<file path="src/core/rcp_pkg.sv">
// package for the radio control port and recovered bit clock block
// assumes one 200 MHz clock and a classic wishbone register bus
package rcp_pkg;
    // ========================================
    // clock and bit rates
    localparam int unsigned CLK_HZ = 200_000_000;
    localparam int unsigned RATE_SLOW_BPS = 4_800;
    localparam int unsigned RATE_FAST_BPS = 19_200;
    localparam int unsigned BIT_CYC_SLOW = CLK_HZ / RATE_SLOW_BPS;
    localparam int unsigned BIT_CYC_FAST = CLK_HZ / RATE_FAST_BPS;
    localparam int PHASE_W = 16;
    // ========================================
    // start pattern and serial grouping
    localparam logic [15:0] START_VECTOR = 16'he2e2;
    localparam logic [2:0] GROUP_LAST = 3'h7;
    localparam int READ_FLAG_BIT = 7;
    // ========================================
    // register map, byte addresses
    localparam logic [7:0] ADDR_CTRL = 8'h00;
    localparam logic [7:0] ADDR_STATUS = 8'h04;
    localparam logic [7:0] ADDR_CFG = 8'h08;
    localparam int CTRL_RECOV_EN = 0;
    localparam int CTRL_TXB_LO = 8;
    localparam int ST_ENHANCED = 0;
    localparam int ST_FOUND = 1;
    localparam int ST_RATE_SLOW = 2;
    localparam int ST_MODE_LO = 4;
    localparam int ST_AWAKE = 8;
    // ========================================
    // reset values
    localparam logic RST_RECOV_EN = 1'b0;
    localparam logic [7:0] RST_TX_BYTE = 8'h00;
    localparam logic [7:0] RST_CTRL_REG = 8'h00;
    // ========================================
    // bits of the scanned mode-pin vector
    localparam int PIN_TXRX = 0;
    localparam int PIN_OOKASK = 1;
    localparam int PIN_SLEEP = 2;
    localparam int PIN_START_VECTOR_ENABLE = 3;
    localparam int PIN_RATE = 4;
    // ========================================
    // radio operating mode
    typedef enum logic [1:0] {
        RCP_SLEEP, RCP_TX_OOK, RCP_TX_ASK, RCP_RX
    } rcp_mode_e;
endpackage

</file>
<file path="src/core/rcp_cfg_if.sv">
// carrier between the core and the serial configuration shifter
// assumes all signals are on clk_i and the levels are already synchronised
`timescale 1ns/100ps
interface rcp_cfg_if;
    logic en;
    logic sel;
    logic sclk_rise;
    logic sdat;
    logic [7:0] tx_byte;
    logic rx_stb;
    logic [7:0] rx_byte;
    logic sdo;
    logic sdo_oe;
    modport core (output en, sel, sclk_rise, sdat, tx_byte,
                  input rx_stb, rx_byte, sdo, sdo_oe);
    modport port (input en, sel, sclk_rise, sdat, tx_byte,
                  output rx_stb, rx_byte, sdo, sdo_oe);
endinterface

</file>
<file path="src/core/rcp_cfg_shift.sv">
// serial configuration shifter, 8-bit groups
// assumes the core gives synchronised levels and a clock rising pulse
`timescale 1ns/100ps
module rcp_cfg_shift
    import rcp_pkg::*;
(
    // clock and reset
    input wire logic clk_i,
    input wire logic rst_i,
    // core side
    rcp_cfg_if.port cf
);
    typedef struct packed {
        logic [2:0] cnt;
        logic [7:0] sh;
        logic first;
        logic rd;
        logic sdo;
        logic oe;
        logic [7:0] rxb;
        logic stb;
    } rcp_sh_s;
    rcp_sh_s s_q, s_d;

    always_comb begin
        s_d = s_q;
        s_d.stb = 1'b0;
        // RULE12 RULE20 RULE22: select gates transfers
        if (!cf.en || !cf.sel) begin
            s_d.cnt = 3'h0;
            s_d.first = 1'b1;
            s_d.rd = 1'b0;
        end else if (cf.sclk_rise) begin
            s_d.cnt = s_q.cnt + 3'h1;
            if (s_q.rd) begin
                // RULE15: next read bit driven on rise
                s_d.sdo = s_q.sh[7];
                s_d.sh = {s_q.sh[6:0], 1'b0};
                if (s_q.cnt == GROUP_LAST) begin
                    s_d.sh = cf.tx_byte;
                end
            end else begin
                // RULE13: write bit taken on rise
                s_d.sh = {s_q.sh[6:0], cf.sdat};
                // RULE14: group of 8 to control register unless it is a read command
                if (s_q.cnt == GROUP_LAST) begin
                    s_d.first = 1'b0;
                    if (s_q.first && cf.sdat == 1'b0 &&
                        s_q.sh[READ_FLAG_BIT - 1]) begin
                        s_d.rd = 1'b1;
                        s_d.sh = cf.tx_byte;
                    end else begin
                        s_d.rxb = {s_q.sh[6:0], cf.sdat};
                        s_d.stb = 1'b1;
                    end
                end
            end
        end
        // RULE16: pin released unless a read is running
        s_d.oe = cf.en && cf.sel && s_d.rd;
    end

    always_ff @(posedge clk_i) begin
        if (rst_i) begin
            s_q <= '0;
        end else begin
            s_q <= s_d;
        end
    end

    assign cf.rx_stb = s_q.stb;
    assign cf.rx_byte = s_q.rxb;
    assign cf.sdo = s_q.sdo;
    assign cf.sdo_oe = s_q.oe;
endmodule

</file>
<file path="src/core/rcp_top.sv">
// radio control port: mode straps, serial config port, bit clock recovery
// assumes pins are asynchronous to clk_i and a wishbone master on clk_i
//
// Summary of operation
// RULE1: in enhanced mode, start-vector hunt is armed while enable is high.
// RULE2: no recovered clock pulses until pattern e2e2 seen in sliced data.
// RULE3: host lowers then raises the enable pin to rearm hunting.
// RULE4: host keeps both unused feature inputs low.
// RULE5: rate pin high selects 4.8 kbps, low selects 19.2 kbps.
// RULE6: enhanced strap needs a high select pin after power-up to wake.
// RULE7: legacy strap: host holds enhanced select low throughout.
// RULE8: bit clock stays low while recovery is unused.
// RULE9: with recovery on, bit clock low until start symbol found.
// RULE10: each recovered bit appears at bit clock rise, read at fall.
// RULE11: bit clock keeps running until the enable pin is cycled.
// RULE12: serial configuration transfers only while select is high.
// RULE13: write bits are captured on serial clock rising edges.
// RULE14: each group of 8 received bits goes to the control register; a read command group is not stored and a same-cycle pin change wins.
// RULE15: read bits are driven on serial clock rising edges.
// RULE16: legacy mode never drives the serial lines.
// RULE17: host never leaves mode, select or serial lines floating.
// RULE18: legacy: serial clock and data pins decode sleep, ook, ask, receive.
// RULE19: enhanced: mode pin changes rewrite the configuration register.
// RULE20: select is grounded in legacy, a chip select in enhanced.
// RULE21: data output carries slicer until start found, then recovered data.
// RULE22: select low discards partial groups and ignores serial clocks.
//
// Local design decisions: the Wishbone register port and the address map.
`timescale 1ns/100ps
module rcp_top
    import rcp_pkg::*;
#(
    parameter int unsigned BIT_CYC_SLOW_P = BIT_CYC_SLOW,
    parameter int unsigned BIT_CYC_FAST_P = BIT_CYC_FAST
) (
    // clock and reset
    input wire logic clk_i,
    input wire logic rst_i,
    // wishbone slave
    input wire logic wb_cyc_i,
    input wire logic wb_stb_i,
    input wire logic wb_we_i,
    input wire logic [7:0] wb_adr_i,
    input wire logic [3:0] wb_sel_i,
    input wire logic [31:0] wb_dat_i,
    output logic [31:0] wb_dat_o,
    output logic wb_ack_o,
    // mode pins
    input wire logic mode_strap_i,
    input wire logic enhanced_mode_select_i,
    input wire logic start_vector_enable_i,
    input wire logic rx_rate_select_i,
    input wire logic tx_rx_i,
    input wire logic ook_ask_i,
    input wire logic sleep_i,
    // serial configuration port
    input wire logic config_select_i,
    input wire logic config_serial_clock_i,
    input wire logic config_serial_data_i,
    output logic config_serial_data_o,
    output logic config_serial_data_oe_o,
    // receive path
    input wire logic slicer_data_i,
    output logic recovered_bit_clock_o,
    output logic receive_data_out_o,
    output rcp_mode_e radio_mode_o
);
    // ========================================
    // state
    typedef struct packed {
        logic [1:0] strap_s;
        logic [1:0] ems_s;
        logic [1:0] start_vector_enable_s;
        logic [1:0] rate_s;
        logic [1:0] txrx_s;
        logic [1:0] ookask_s;
        logic [1:0] sleep_s;
        logic [1:0] csel_s;
        logic [1:0] sclk_s;
        logic [1:0] sdat_s;
        logic [1:0] slice_s;
        logic sclk_prev;
        logic slice_prev;
        logic [1:0] fill;
        logic strap_done;
        logic strap_enh;
        logic awake;
        logic found;
        logic [15:0] hunt;
        logic [PHASE_W-1:0] phase;
        logic rec_clk;
        logic rx_out;
        logic recov_en;
        logic [7:0] tx_byte;
        logic [7:0] ctrl_reg;
        logic [4:0] pins_last;
        rcp_mode_e mode;
        logic ack;
        logic [31:0] dat;
    } rcp_top_s;
    rcp_top_s s_q, s_d;

    rcp_cfg_if cf();

    // legacy decode: clock line is the low bit, data line the high bit
    function automatic rcp_mode_e legacy_decode(input logic lo,
                                               input logic hi);
        case ({hi, lo})
            2'b00: legacy_decode = RCP_SLEEP;
            2'b01: legacy_decode = RCP_TX_OOK;
            2'b10: legacy_decode = RCP_TX_ASK;
            default: legacy_decode = RCP_RX;
        endcase
    endfunction

    logic enhanced;
    logic in_use;
    logic [PHASE_W-1:0] bit_cyc;
    logic [PHASE_W-1:0] half_cyc;
    logic [4:0] pins_now;
    logic wb_req;

    assign enhanced = s_q.strap_enh && s_q.awake;
    assign in_use = enhanced && s_q.recov_en && s_q.start_vector_enable_s[1];
    // RULE5: rate pin high is the slow rate
    assign bit_cyc = s_q.rate_s[1] ? PHASE_W'(BIT_CYC_SLOW_P) :
                                     PHASE_W'(BIT_CYC_FAST_P);
    assign half_cyc = {1'b0, bit_cyc[PHASE_W-1:1]};
    assign pins_now = {s_q.rate_s[1], s_q.start_vector_enable_s[1], s_q.sleep_s[1],
                       s_q.ookask_s[1], s_q.txrx_s[1]};
    assign wb_req = wb_cyc_i && wb_stb_i && !s_q.ack;

    assign cf.en = enhanced;
    assign cf.sel = s_q.csel_s[1];
    assign cf.sclk_rise = s_q.sclk_s[1] && !s_q.sclk_prev;
    assign cf.sdat = s_q.sdat_s[1];
    assign cf.tx_byte = s_q.tx_byte;

    rcp_cfg_shift u_shift (
        .clk_i (clk_i),
        .rst_i (rst_i),
        .cf (cf)
    );

    always_comb begin
        s_d = s_q;
        // ========================================
        // two-flop synchronisers; stage 0 only feeds stage 1
        s_d.strap_s = {s_q.strap_s[0], mode_strap_i};
        s_d.ems_s = {s_q.ems_s[0], enhanced_mode_select_i};
        s_d.start_vector_enable_s = {s_q.start_vector_enable_s[0], start_vector_enable_i};
        s_d.rate_s = {s_q.rate_s[0], rx_rate_select_i};
        s_d.txrx_s = {s_q.txrx_s[0], tx_rx_i};
        s_d.ookask_s = {s_q.ookask_s[0], ook_ask_i};
        s_d.sleep_s = {s_q.sleep_s[0], sleep_i};
        s_d.csel_s = {s_q.csel_s[0], config_select_i};
        s_d.sclk_s = {s_q.sclk_s[0], config_serial_clock_i};
        s_d.sdat_s = {s_q.sdat_s[0], config_serial_data_i};
        s_d.slice_s = {s_q.slice_s[0], slicer_data_i};
        s_d.sclk_prev = s_q.sclk_s[1];
        s_d.slice_prev = s_q.slice_s[1];
        // ========================================
        // strap caught once the synchroniser has filled after reset
        s_d.fill = {s_q.fill[0], 1'b1};
        if (!s_q.strap_done && s_q.fill[1]) begin
            s_d.strap_done = 1'b1;
            s_d.strap_enh = s_q.strap_s[1];
        end
        // RULE6 RULE7: enhanced strap wakes on select high
        if (s_q.strap_done && s_q.strap_enh && s_q.ems_s[1]) begin
            s_d.awake = 1'b1;
        end
        // ========================================
        // bit timing: phase restarts on every slicer transition
        if (s_q.slice_s[1] != s_q.slice_prev ||
            s_q.phase >= bit_cyc - PHASE_W'(1)) begin
            s_d.phase = '0;
        end else begin
            s_d.phase = s_q.phase + PHASE_W'(1);
        end
        // RULE10: clock falls at bit boundary, bit stable for host
        if (s_d.phase == '0) begin
            s_d.rec_clk = 1'b0;
        end
        // RULE3 RULE11: only leaving use clears the found state, by a low enable or by recov_en cleared
        if (!in_use) begin
            s_d.found = 1'b0;
            s_d.hunt = '0;
            // RULE8: no clock while recovery unused
            s_d.rec_clk = 1'b0;
        end else if (s_q.phase == half_cyc) begin
            if (s_q.found) begin
                // RULE10: new bit and clock rise together
                s_d.rx_out = s_q.slice_s[1];
                s_d.rec_clk = 1'b1;
            end else begin
                // RULE1 RULE2: hunt for the start pattern
                s_d.hunt = {s_q.hunt[14:0], s_q.slice_s[1]};
                s_d.found = {s_q.hunt[14:0], s_q.slice_s[1]} ==
                            START_VECTOR;
            end
        end
        // RULE9 RULE21: slicer passes straight through until found
        if (!s_q.found) begin
            s_d.rec_clk = 1'b0;
            s_d.rx_out = s_q.slice_s[1];
        end
        // ========================================
        // configuration register and operating mode
        if (cf.rx_stb) begin
            s_d.ctrl_reg = cf.rx_byte;
        end
        // RULE19: mode pin change rewrites the configuration
        if (enhanced && pins_now != s_q.pins_last) begin
            s_d.pins_last = pins_now;
            s_d.ctrl_reg = {3'h0, pins_now};
        end
        if (!enhanced) begin
            // RULE18: serial lines as static control bits
            s_d.mode = legacy_decode(s_q.sclk_s[1], s_q.sdat_s[1]);
        end else if (s_q.ctrl_reg[PIN_SLEEP]) begin
            s_d.mode = RCP_SLEEP;
        end else if (!s_q.ctrl_reg[PIN_TXRX]) begin
            s_d.mode = RCP_RX;
        end else begin
            s_d.mode = s_q.ctrl_reg[PIN_OOKASK] ? RCP_TX_OOK : RCP_TX_ASK;
        end
        // ========================================
        // wishbone slave: one wait state, ack drops the next cycle
        s_d.ack = wb_req;
        s_d.dat = '0;
        if (wb_req && wb_we_i && wb_adr_i == ADDR_CTRL) begin
            if (wb_sel_i[0]) begin
                s_d.recov_en = wb_dat_i[CTRL_RECOV_EN];
            end
            if (wb_sel_i[1]) begin
                s_d.tx_byte = wb_dat_i[CTRL_TXB_LO +: 8];
            end
        end
        if (wb_req && !wb_we_i) begin
            case (wb_adr_i)
                ADDR_CTRL: begin
                    s_d.dat[CTRL_RECOV_EN] = s_q.recov_en;
                    s_d.dat[CTRL_TXB_LO +: 8] = s_q.tx_byte;
                end
                ADDR_STATUS: begin
                    s_d.dat[ST_ENHANCED] = enhanced;
                    s_d.dat[ST_FOUND] = s_q.found;
                    s_d.dat[ST_RATE_SLOW] = s_q.rate_s[1];
                    s_d.dat[ST_MODE_LO +: 2] = s_q.mode;
                    s_d.dat[ST_AWAKE] = s_q.awake;
                end
                ADDR_CFG: s_d.dat[7:0] = s_q.ctrl_reg;
                default: s_d.dat = '0;
            endcase
        end
    end

    always_ff @(posedge clk_i) begin
        if (rst_i) begin
            s_q <= '0;
            s_q.recov_en <= RST_RECOV_EN;
            s_q.tx_byte <= RST_TX_BYTE;
            s_q.ctrl_reg <= RST_CTRL_REG;
            s_q.mode <= RCP_SLEEP;
        end else begin
            s_q <= s_d;
        end
    end

    // ========================================
    // outputs
    assign wb_dat_o = s_q.dat;
    assign wb_ack_o = s_q.ack;
    assign config_serial_data_o = cf.sdo;
    assign config_serial_data_oe_o = cf.sdo_oe;
    assign recovered_bit_clock_o = s_q.rec_clk;
    assign receive_data_out_o = s_q.rx_out;
    assign radio_mode_o = s_q.mode;
endmodule

</file>
<file path="config.mk">
export PLATFORM = sky130hd
export DESIGN_NAME = rcp_top
export DESIGN_NICKNAME = d
export VERILOG_FILES = /design/src/core/rcp_pkg.sv /design/src/core/rcp_cfg_if.sv /design/src/core/rcp_cfg_shift.sv /design/src/core/rcp_top.sv
export SDC_FILE = /design/constraint.sdc
export NUM_CORES = 1
export LEC_CHECK = 0
export ABC_AREA = 1
export ABC_CLOCK_PERIOD_IN_PS = 2500
export BUFFER_PORTS_ARGS = -buffer_cell sky130_fd_sc_hd__buf_2
export CAP_MARGIN = 10
export CORE_UTILIZATION = 56
export CTS_CLUSTER_DIAMETER = 120
export DETAILED_ROUTE_END_ITERATION = 8
export GPL_ROUTABILITY_DRIVEN = 0
export GPL_TIMING_DRIVEN = 0
export PLACE_DENSITY_LB_ADDON = 0.15
export SKIP_LAST_GASP = 1
export SLEW_MARGIN = 20
export SYNTH_ARGS = -nofsm -noshare
export SYNTH_HDL_FRONTEND = slang
export SYNTH_SLANG_ARGS = --single-unit
</file>
<file path="constraint.sdc">
create_clock -name clk_i -period 2.5 [get_ports clk_i]
set_input_delay 0.125 -clock clk_i [delete_from_list [all_inputs] [get_ports clk_i]]
set_output_delay 0.125 -clock clk_i [all_outputs]
set_load 0.02 [all_outputs]
</file>
; ---- Yosys cells after proc, flatten, opt, wreduce, memory -nomap -nowiden
; Index checks and enable logic that the tools add are counted.
[totals]
word_cells = 158
ff_bits = 145
inputBits = 60
output_inout_bits = 39
[op_classes]
bitwise = 11
eq_ne = 12
reduce_logical = 48
order_cmp = 1
n_addsub = 3
n_mux = 41
[op_table]
columns = operator, n
row1 = $mux W96, 1
row2 = $mux W17, 3
row3 = $mux W16, 3
row4 = $mux W8, 5
row5 = $mux W2, 10
row6 = $logic_and A1 B1 Y1, 17
row7 = $add A16 B1 Y16 const B, 1
row8 = $eq A16 B15 Y1, 1
row9 = $eq A16 B16 Y1 const B, 1
row10 = $ge A16 B16 Y1, 1
row11 = $logic_not A16 Y1, 1
row12 = $sub A16 B1 Y16 const B, 1
row13 = $mux W13, 1
row14 = $not A1 Y1, 11
row15 = $mux W10, 1
row16 = $reduce_and A2 Y1, 5
row17 = $mux W1, 9
row18 = $mux W9, 1
row19 = $reduce_or A3 Y1, 3
row20 = $eq A8 B3 Y1 const B, 1
row21 = $eq A8 B4 Y1 const B, 1
row22 = $logic_not A8 Y1, 1
row23 = $pmux W2 S2, 2
row24 = $reduce_bool A2 Y1, 4
row25 = 20 further kinds, 31

; ---- Longest topological paths before layout
; Gate-level depths: netlist of the first run.
[depth]
depth_word = 11
depth_mapped = 16
depth_no_buf = 15

; ---- Cells and area by module
; A second synthesis of the first run with hierarchy kept.
[unflattened]
cells_unflattened = 797
hier_area_um2 = 5858.1
[by_module_without_submodules]
columns = module, area_each_um2, n_inst, cells_each
row1 = rcp_top, 4563.1, 1, 603
row2 = rcp_cfg_shift, 1295.0, 1, 194

; ---- Worst setup path before layout of the first run
; Ideal clock, no wire load.
[synth_timing]
kind = register -> register
from = register s_q, in the netlist pins_now[4]
to = register s_q, in the netlist recovered_bit_clock_o
setup_time_ps = 114
path_stages_with_launch = 14
synth_period_minus_slack_ps = 1971
n_path_buf = 1
arrival_ps = 1856
setup_slack_ps = 529
required_ps = 2386
cell_sequence = dfxtp_1 -> inv_1 -> ha_1 -> nand2_1 -> nor3_1 -> nor2b_1 -> a21oi_2 -> buf_6 -> o21ai_1 -> nand2_1 -> nor2_1 -> nand2_1 -> nand2_1 -> a21oi_2
[synth_via]
elab_chain_cells = 7
elab_cells_between_ends = 9
cone_classes = 1 x add/sub / 1 x order compare / 1 x eq/ne / 3 x mux / 3 x reduce/logical
[synth_lines]
columns = element, line
row1 = from (decl), rcp_top.sv:101  ; rcp_top_s s_q, s_d;
row2 = $mux W16 (*), rcp_top.sv:126  ; assign bit_cyc = s_q.rate_s[1] ? PHASE_W'(BIT_CYC_SLOW_P) :
row3 = $sub A16 B1 Y16, rcp_top.sv:176  ; s_q.phase >= bit_cyc - PHASE_W'(1)) begin
row4 = $ge A16 B16 Y1, rcp_top.sv:176
row5 = $logic_or A1 B1 Y1, rcp_top.sv:175  ; if (s_q.slice_s[1] != s_q.slice_prev ||
row6 = $mux W16, rcp_top.sv:175
row7 = $logic_not A16 Y1, rcp_top.sv:182  ; if (s_d.phase == '0) begin
row8 = $reduce_bool A2 Y1 (no source line), --
; Mark *: on every way between the ends. The rest lies on a longest branch, timed or not. The select of a mux whose other input is x is not followed.
; A chain may end at the register's enable or synchronous reset.

; ---- Worst setup path in the final report of the first run
; Ends and elaborated chain as after synthesis.

==> impl_metrics.env, run 1 <==
export IMPL_die_area_um2=10600
export IMPL_reg2regPathDepth=13
export IMPL_overflow=0
export IMPL_rows=36
export IMPL_firstDrtPassIters=6
export IMPL_placed_area_um2=6210
export IMPL_fin_skew_ps=5.19
export IMPL_die_w_um=103
export IMPL_worst_pin_slew_ps=750
export IMPL_synth_async_sr_flop_share_pct=0
export IMPL_portBuffers=57
export IMPL_min_from="wb_adr_i[2]"
export IMPL_min_to="wb_dat_o[0]"
export IMPL_period_share_pct=90.9
export IMPL_period_minus_slack_ps=2270
export IMPL_maxSlewViolCount=0
export IMPL_p_leak_nw=3.09
export IMPL_syn_area_per_cell_um2=7.80
export IMPL_timing_rr_start="pins_now[4]"
export IMPL_core_area_um2=9820
export IMPL_synth_seq_cells=127
export IMPL_cts_max_level=4
export IMPL_rsz0062_at_grt="false"
export IMPL_m1WireLength_um=5940
export IMPL_cts_setup_buffers=0
export IMPL_yosysSeqAreaShare_pct=44.6
export IMPL_synth_cell_types=47
export IMPL_rrSetupSlack_ps=230
export IMPL_vdd_drop_max_mv=0.327
export IMPL_synthFlopType="dfxtp_1"
export IMPL_hold_slack_ps=39.9
export IMPL_grt_pass1_vias=4676
export IMPL_start_util_pct=58.1
export IMPL_total_power_mw=4.89
export IMPL_clk_latency_ps=520
export IMPL_worstPathArrival_ps=2690
export IMPL_power_density_nw_per_um2=690
export IMPL_final_cell_mix="dfxtp_1 (126), inv_1 (109), nor2_1 (104)"
export IMPL_status="finished, final reports clean"
export IMPL_via_per_inst=5.15
export IMPL_hold_violations=0
export IMPL_wl_per_cell_um=13.2
export IMPL_wl_met3_um=992
export IMPL_grt_max_degree=17
export IMPL_end_kind="flip-flop"
export IMPL_fin_tns_setup_ps=0
export IMPL_crit_path_start_kind="flip-flop"
export IMPL_syn_inst=732
export IMPL_dp_cells=937
export IMPL_route_vias_total=5118
export IMPL_cp_data_required_time_ps=2920
export IMPL_relSlewSlack_pct=50.0
export IMPL_track_usage_pct=26.5
export IMPL_syn_to_final_growth_pct=24.2
export IMPL_cap_violations=0
export IMPL_worstReg2RegEnd="recovered_bit_clock_o"
export IMPL_setup_violations=0
export IMPL_cts_tree="done"
export IMPL_diodes=0
export IMPL_nNetsFinal=919
export IMPL_wl_um=13100
export IMPL_final_fill_count=781
export IMPL_critPathMaxFanout=10
export IMPL_min_path_type="in2reg"
export IMPL_drive_gt1_share_pct=19.6
export IMPL_dpl_hpwl_um=9090
export IMPL_path_class="reg2reg"
export IMPL_clockBufferDepth=2
export IMPL_io_pins=99
export IMPL_whs_path_depth=4
export IMPL_synthesis_area_um2=5710
export IMPL_dr_wl_met2_um=6040
export IMPL_design_area_um2=7090
export IMPL_clock_sinks=127
export IMPL_cts_root_buf="clkbuf_8"
export IMPL_fmax_ghz=0.440
export IMPL_antenna_found_initial=0
export IMPL_top_layer_used="met4"
export IMPL_instances_no_fill=994
export IMPL_synth_edff_count=0
export IMPL_numCtsBuffers=17
export IMPL_final_common_cell="dfxtp_1"
export IMPL_clk_transition_reported_paths_ps=60
export IMPL_drc=0
export IMPL_yosys_warnings=0
export IMPL_drt_iter0_markers=455
export IMPL_fp_dieH_um=103
export IMPL_ant_nets=0
export IMPL_cp_startpoint="pins_now[4]"
export IMPL_grt_pass1_wl_um=21500
## through the flow
step                utilization, %  setup slack, ps
finish                        72.2              228
global route                  72.2             57.5
CTS                           72.2             30.6
detailed placement            63.3             74.0
global placement              63.3              116
floorplan                        -              529
## synthesized netlist by cell type (all sizes together) (2+ instances only)
library cell  instances  share of area [%]
xor2                  5               0.77
clkbuf                9               0.59
nor4                  8                1.4
o22ai                 4               0.44
dfxtp               127                 45
o2bb2ai               3               0.46
a21oi                46                4.2
buf                  46                6.1
nand4                12                1.4
o221ai                7                1.1
nor2                113                8.3
xnor2                 2               0.31
inv                 111                7.3
nor3                 14                1.5
nand2               102                6.9
a211oi                9                1.9
o21ai                53                4.7
or2                   2               0.22
nand3                25                2.6
ha                   11                2.4
o211ai                8                1.1
a31oi                 7               0.77
## final cells by class
type	instances	area (µm²)	area share (%)
timing repair buffer	82	536	7.55
inverter	112	420	5.93
sequential	127	2540	35.9
buffer	55	380	5.37
tap	133	166	2.35
clock buffer	18	418	5.89
clock inverter	14	205	2.89
multi-input combinational	453	2420	34.1
## how the worst max path moves through the flow
stage / depth (start not counted) / end / slack, ps
after floorplan: 13 / recovered_bit_clock_o / 530
after global placement: 13 / recovered_bit_clock_o / 120
after detailed placement: 13 / recovered_bit_clock_o / 70
after CTS: 13 / recovered_bit_clock_o / 30
after global routing: 13 / recovered_bit_clock_o / 60
final: 13 / recovered_bit_clock_o / 230
## routing by layer
layer | track usage, % | vias up
met1 | 34.6 | 2324
met3 | 7.12 | 19
met2 | 42.5 | 208
met5 | 0 | -
met4 | 8.56 | 0
li1 | - | 2567
## sequential cells by signal (all words and copies together) (netlist names)
signal,cells
s_q,54
cf.tx_byte,8
pins_now,5
u_shift.cf.sdo_oe,1
u_shift.cf.sdo,1
wb_dat_o,16
u_shift.cf.rx_byte,8
u_shift.s_q,12
wb_ack_o,1
u_shift.cf.rx_stb,1
receive_data_out_o,1
cf.sel,1
recovered_bit_clock_o,1
s_d,14
radio_mode_o,2
cf.sdat,1
## power by group
part / switching [mW] / leakage (nW) / internal, mW / total, mW
sequential: 0.0180 / 1.03 / 2.05 / 2.07
combinational: 0.134 / 1.77 / 0.102 / 0.236
clock: 0.947 / 0.291 / 1.64 / 2.58
## what timing repair did
item | in CTS | in global routing
hold buffers | 25 | 0
endpoints found under the setup margin | 0 | 7
gates resized for setup | 0 | 2
endpoints found under the hold margin | 28 | 0
## critical path, stage by stage (launching register included)
cell and delay, ps:
dfxtp_2 430, inv_2 130, ha_1 330, nand2_1 70, nor3_1 190, nor2b_1 250
a21oi_2 120, buf_6 150, o21ai_1 70, nand2_1 70, nor2_1 110, nand2_1 110
nand2_1 90, a21oi_2 50
## kinds of logic (layout without fill, tap and decap cells)
group	count (synthesis)	after routing	share of synthesized area [%]
compound gates	141	141	15.1
xor+xnor	7	7	1.07
fa+ha+maj	11	11	2.41
buf+inv	167	281	14.0
flops	127	127	44.6
other cells	1	16	0.0657
simple gates	278	278	22.7
No activity file was read; power rests on OpenSTA's default activity.
==> run 2: changes to the inputs <==
Settings changed: REMOVE_ABC_BUFFERS set to 1.
==> run 2 against run 1 <==
  * Critical path depth shrank 1
  * Global-route usage decreased by 1.4 points
  * Sequential share of layout area up 2.5 points
  * Setup slack lost 88 ps
  * First-iteration DRC count down 55%
  * Clock-buffer cell count increased by 5
  * Utilization down 4.8 points
  * Routed wire length is 7.6% lower
  * Register-to-register slack got worse by 90 ps
  * Largest power group unchanged
==> impl_metrics.env, run 2 (synthesis results as in run 1) <==
export IMPL_cts_setup_buffers=0
export IMPL_start_util_pct=58.1
export IMPL_period_minus_slack_ps=2360
export IMPL_maxSlewViolCount=0
export IMPL_numCtsBuffers=17
export IMPL_rsz0062_at_grt="false"
export IMPL_path_class="reg2reg"
export IMPL_cap_violations=0
export IMPL_power_density_nw_per_um2=689
export IMPL_cts_tree="done"
export IMPL_fin_tns_setup_ps=0
export IMPL_status="finished, final reports clean"
export IMPL_drt_iter0_markers=204
export IMPL_relSlewSlack_pct=47.9
export IMPL_dp_slack_ps=1.80
export IMPL_setup_violations=0
export IMPL_final_cell_mix="dfxtp_1 (126), inv_1 (110), nor2_1 (104)"
export IMPL_period_share_pct=94.4
export IMPL_clk_latency_ps=530
export IMPL_largest_register="s_q"
export IMPL_final_common_cell="dfxtp_1"
export IMPL_firstDrtPassIters=4
export IMPL_grt_pass1_vias=4507
export IMPL_fp_dieH_um=103
export IMPL_dpl_hpwl_um=8200
export IMPL_drc=0
export IMPL_worst_slack_ps=140
export IMPL_via_per_inst=5.11
export IMPL_core_area_um2=9820
export IMPL_syn_to_final_growth_pct=16.0
export IMPL_wl_um=12100
export IMPL_clk_transition_reported_paths_ps=60
export IMPL_cts_root_buf="clkbuf_8"
export IMPL_critPathMaxFanout=13
export IMPL_clock_sinks=127
export IMPL_clockBufferDepth=2
export IMPL_rows=36
export IMPL_fin_skew_ps=5.61
export IMPL_vdd_drop_max_mv=0.621
export IMPL_end_kind="flip-flop"
export IMPL_cp_data_required_time_ps=2920
export IMPL_track_usage_pct=25.1
export IMPL_p_leak_nw=2.82
export IMPL_route_vias_total=4776
export IMPL_wl_per_cell_um=13.0
export IMPL_worstPathArrival_ps=2780
export IMPL_ant_nets=0
export IMPL_overflow=0
export IMPL_total_power_mw=4.56
export IMPL_grt_max_degree=68
export IMPL_final_fill_count=853
export IMPL_worst_pin_slew_ps=781
export IMPL_drive_gt1_share_pct=15.2
export IMPL_cts_max_level=4
export IMPL_hold_violations=0
export IMPL_min_path_type="in2reg"
export IMPL_nNetsFinal=862
export IMPL_fmax_ghz=0.424
export IMPL_largest_reg_flops=54
export IMPL_portBuffers=57
export IMPL_crit_path_start_kind="flip-flop"
export IMPL_die_area_um2=10600
export IMPL_diodes=0
export IMPL_grt_pass1_wl_um=20100
export IMPL_antenna_found_initial=0
export IMPL_die_w_um=103
export IMPL_final_core_util_pct=67.4
export IMPL_io_pins=99
run 2: cell count changes in the layout (fill, tap and decap cells not counted), moves of 3 or more:
| cell | change |
|---|---|
| clkinvlp_4 | -3 |
| buf_6 | -6 |
| clkinv_2 | +4 |
| inv_6 | -3 |
| clkbuf_1 | -6 |
| buf_1 | -5 |
| buf_4 | -33 |
run 2: worst paths after layout:
| path | from | to | slack (ps) | cells after the start |
|---|---|---|---|---|
| worst min register to register | s_d[120] | s_q[120] | 400 | 2 |
| worst max register to register | pins_now[4] | recovered_bit_clock_o | 140 | 12 |
| worst max-delay path | pins_now[4] | recovered_bit_clock_o | 140 | 12 |
| worst min-delay path | wb_we_i | wb_dat_o[5] | 90 | 4 |
run 2: area by class of cell:
cell class / instances / area, µm² / area share, %
sequential: 127 / 2540 / 38.4
multi-input combinational: 453 / 2430 / 36.7
timing repair buffer: 80 / 518 / 7.82
clock buffer: 23 / 457 / 6.90
inverter: 112 / 420 / 6.35
tap: 133 / 166 / 2.51
clock inverter: 7 / 87.6 / 1.32
run 2: per-layer routing:
layer,wire [µm],track usage (%),vias up
met1,5500,30.3,2192
li1,-,-,2440
met3,631,8.75,20
met4,218,9.86,0
met2,5770,41.0,124
met5,0,0,-
run 2: critical path, cell delays in order (launching register included):
cell	delay, ps
dfxtp_2	410
inv_1	180
ha_1	330
nand2_1	50
nor3_1	220
nor2b_1	340
a21oi_4	180
o21ai_1	120
nand2_1	70
nor2_1	150
nand2_1	80
nand2_1	70
a21oi_2	50
run 2: timing repair:
action,CTS,global route
setup endpoints to repair,1,1
gates resized for setup,1,1
endpoints found under the hold margin,21,0
hold buffers,23,0
gates cloned,0,0
run 2: per-stage QoR:
stage | hold WS, ps | instances | area [µm²]
3_3_place_gp | 324 | 882 | 5830
4_1_cts | 66.6 | 935 | 6620
3_5_place_dp | 331 | 882 | 5840
2_1_floorplan | 194 | 692 | 5380
5_1_grt | 91.7 | 935 | 6620
6_report | 86.1 | 935 | 6620
run 2: power breakdown:
group / total, mW / leakage, nW / internal, mW / switching, mW
registers: 2.07 / 1.03 / 2.05 / 0.0178
logic: 0.199 / 1.52 / 0.0773 / 0.122
clock network: 2.29 / 0.268 / 1.45 / 0.838
total: 4.56 / 2.82 / 3.58 / 0.978
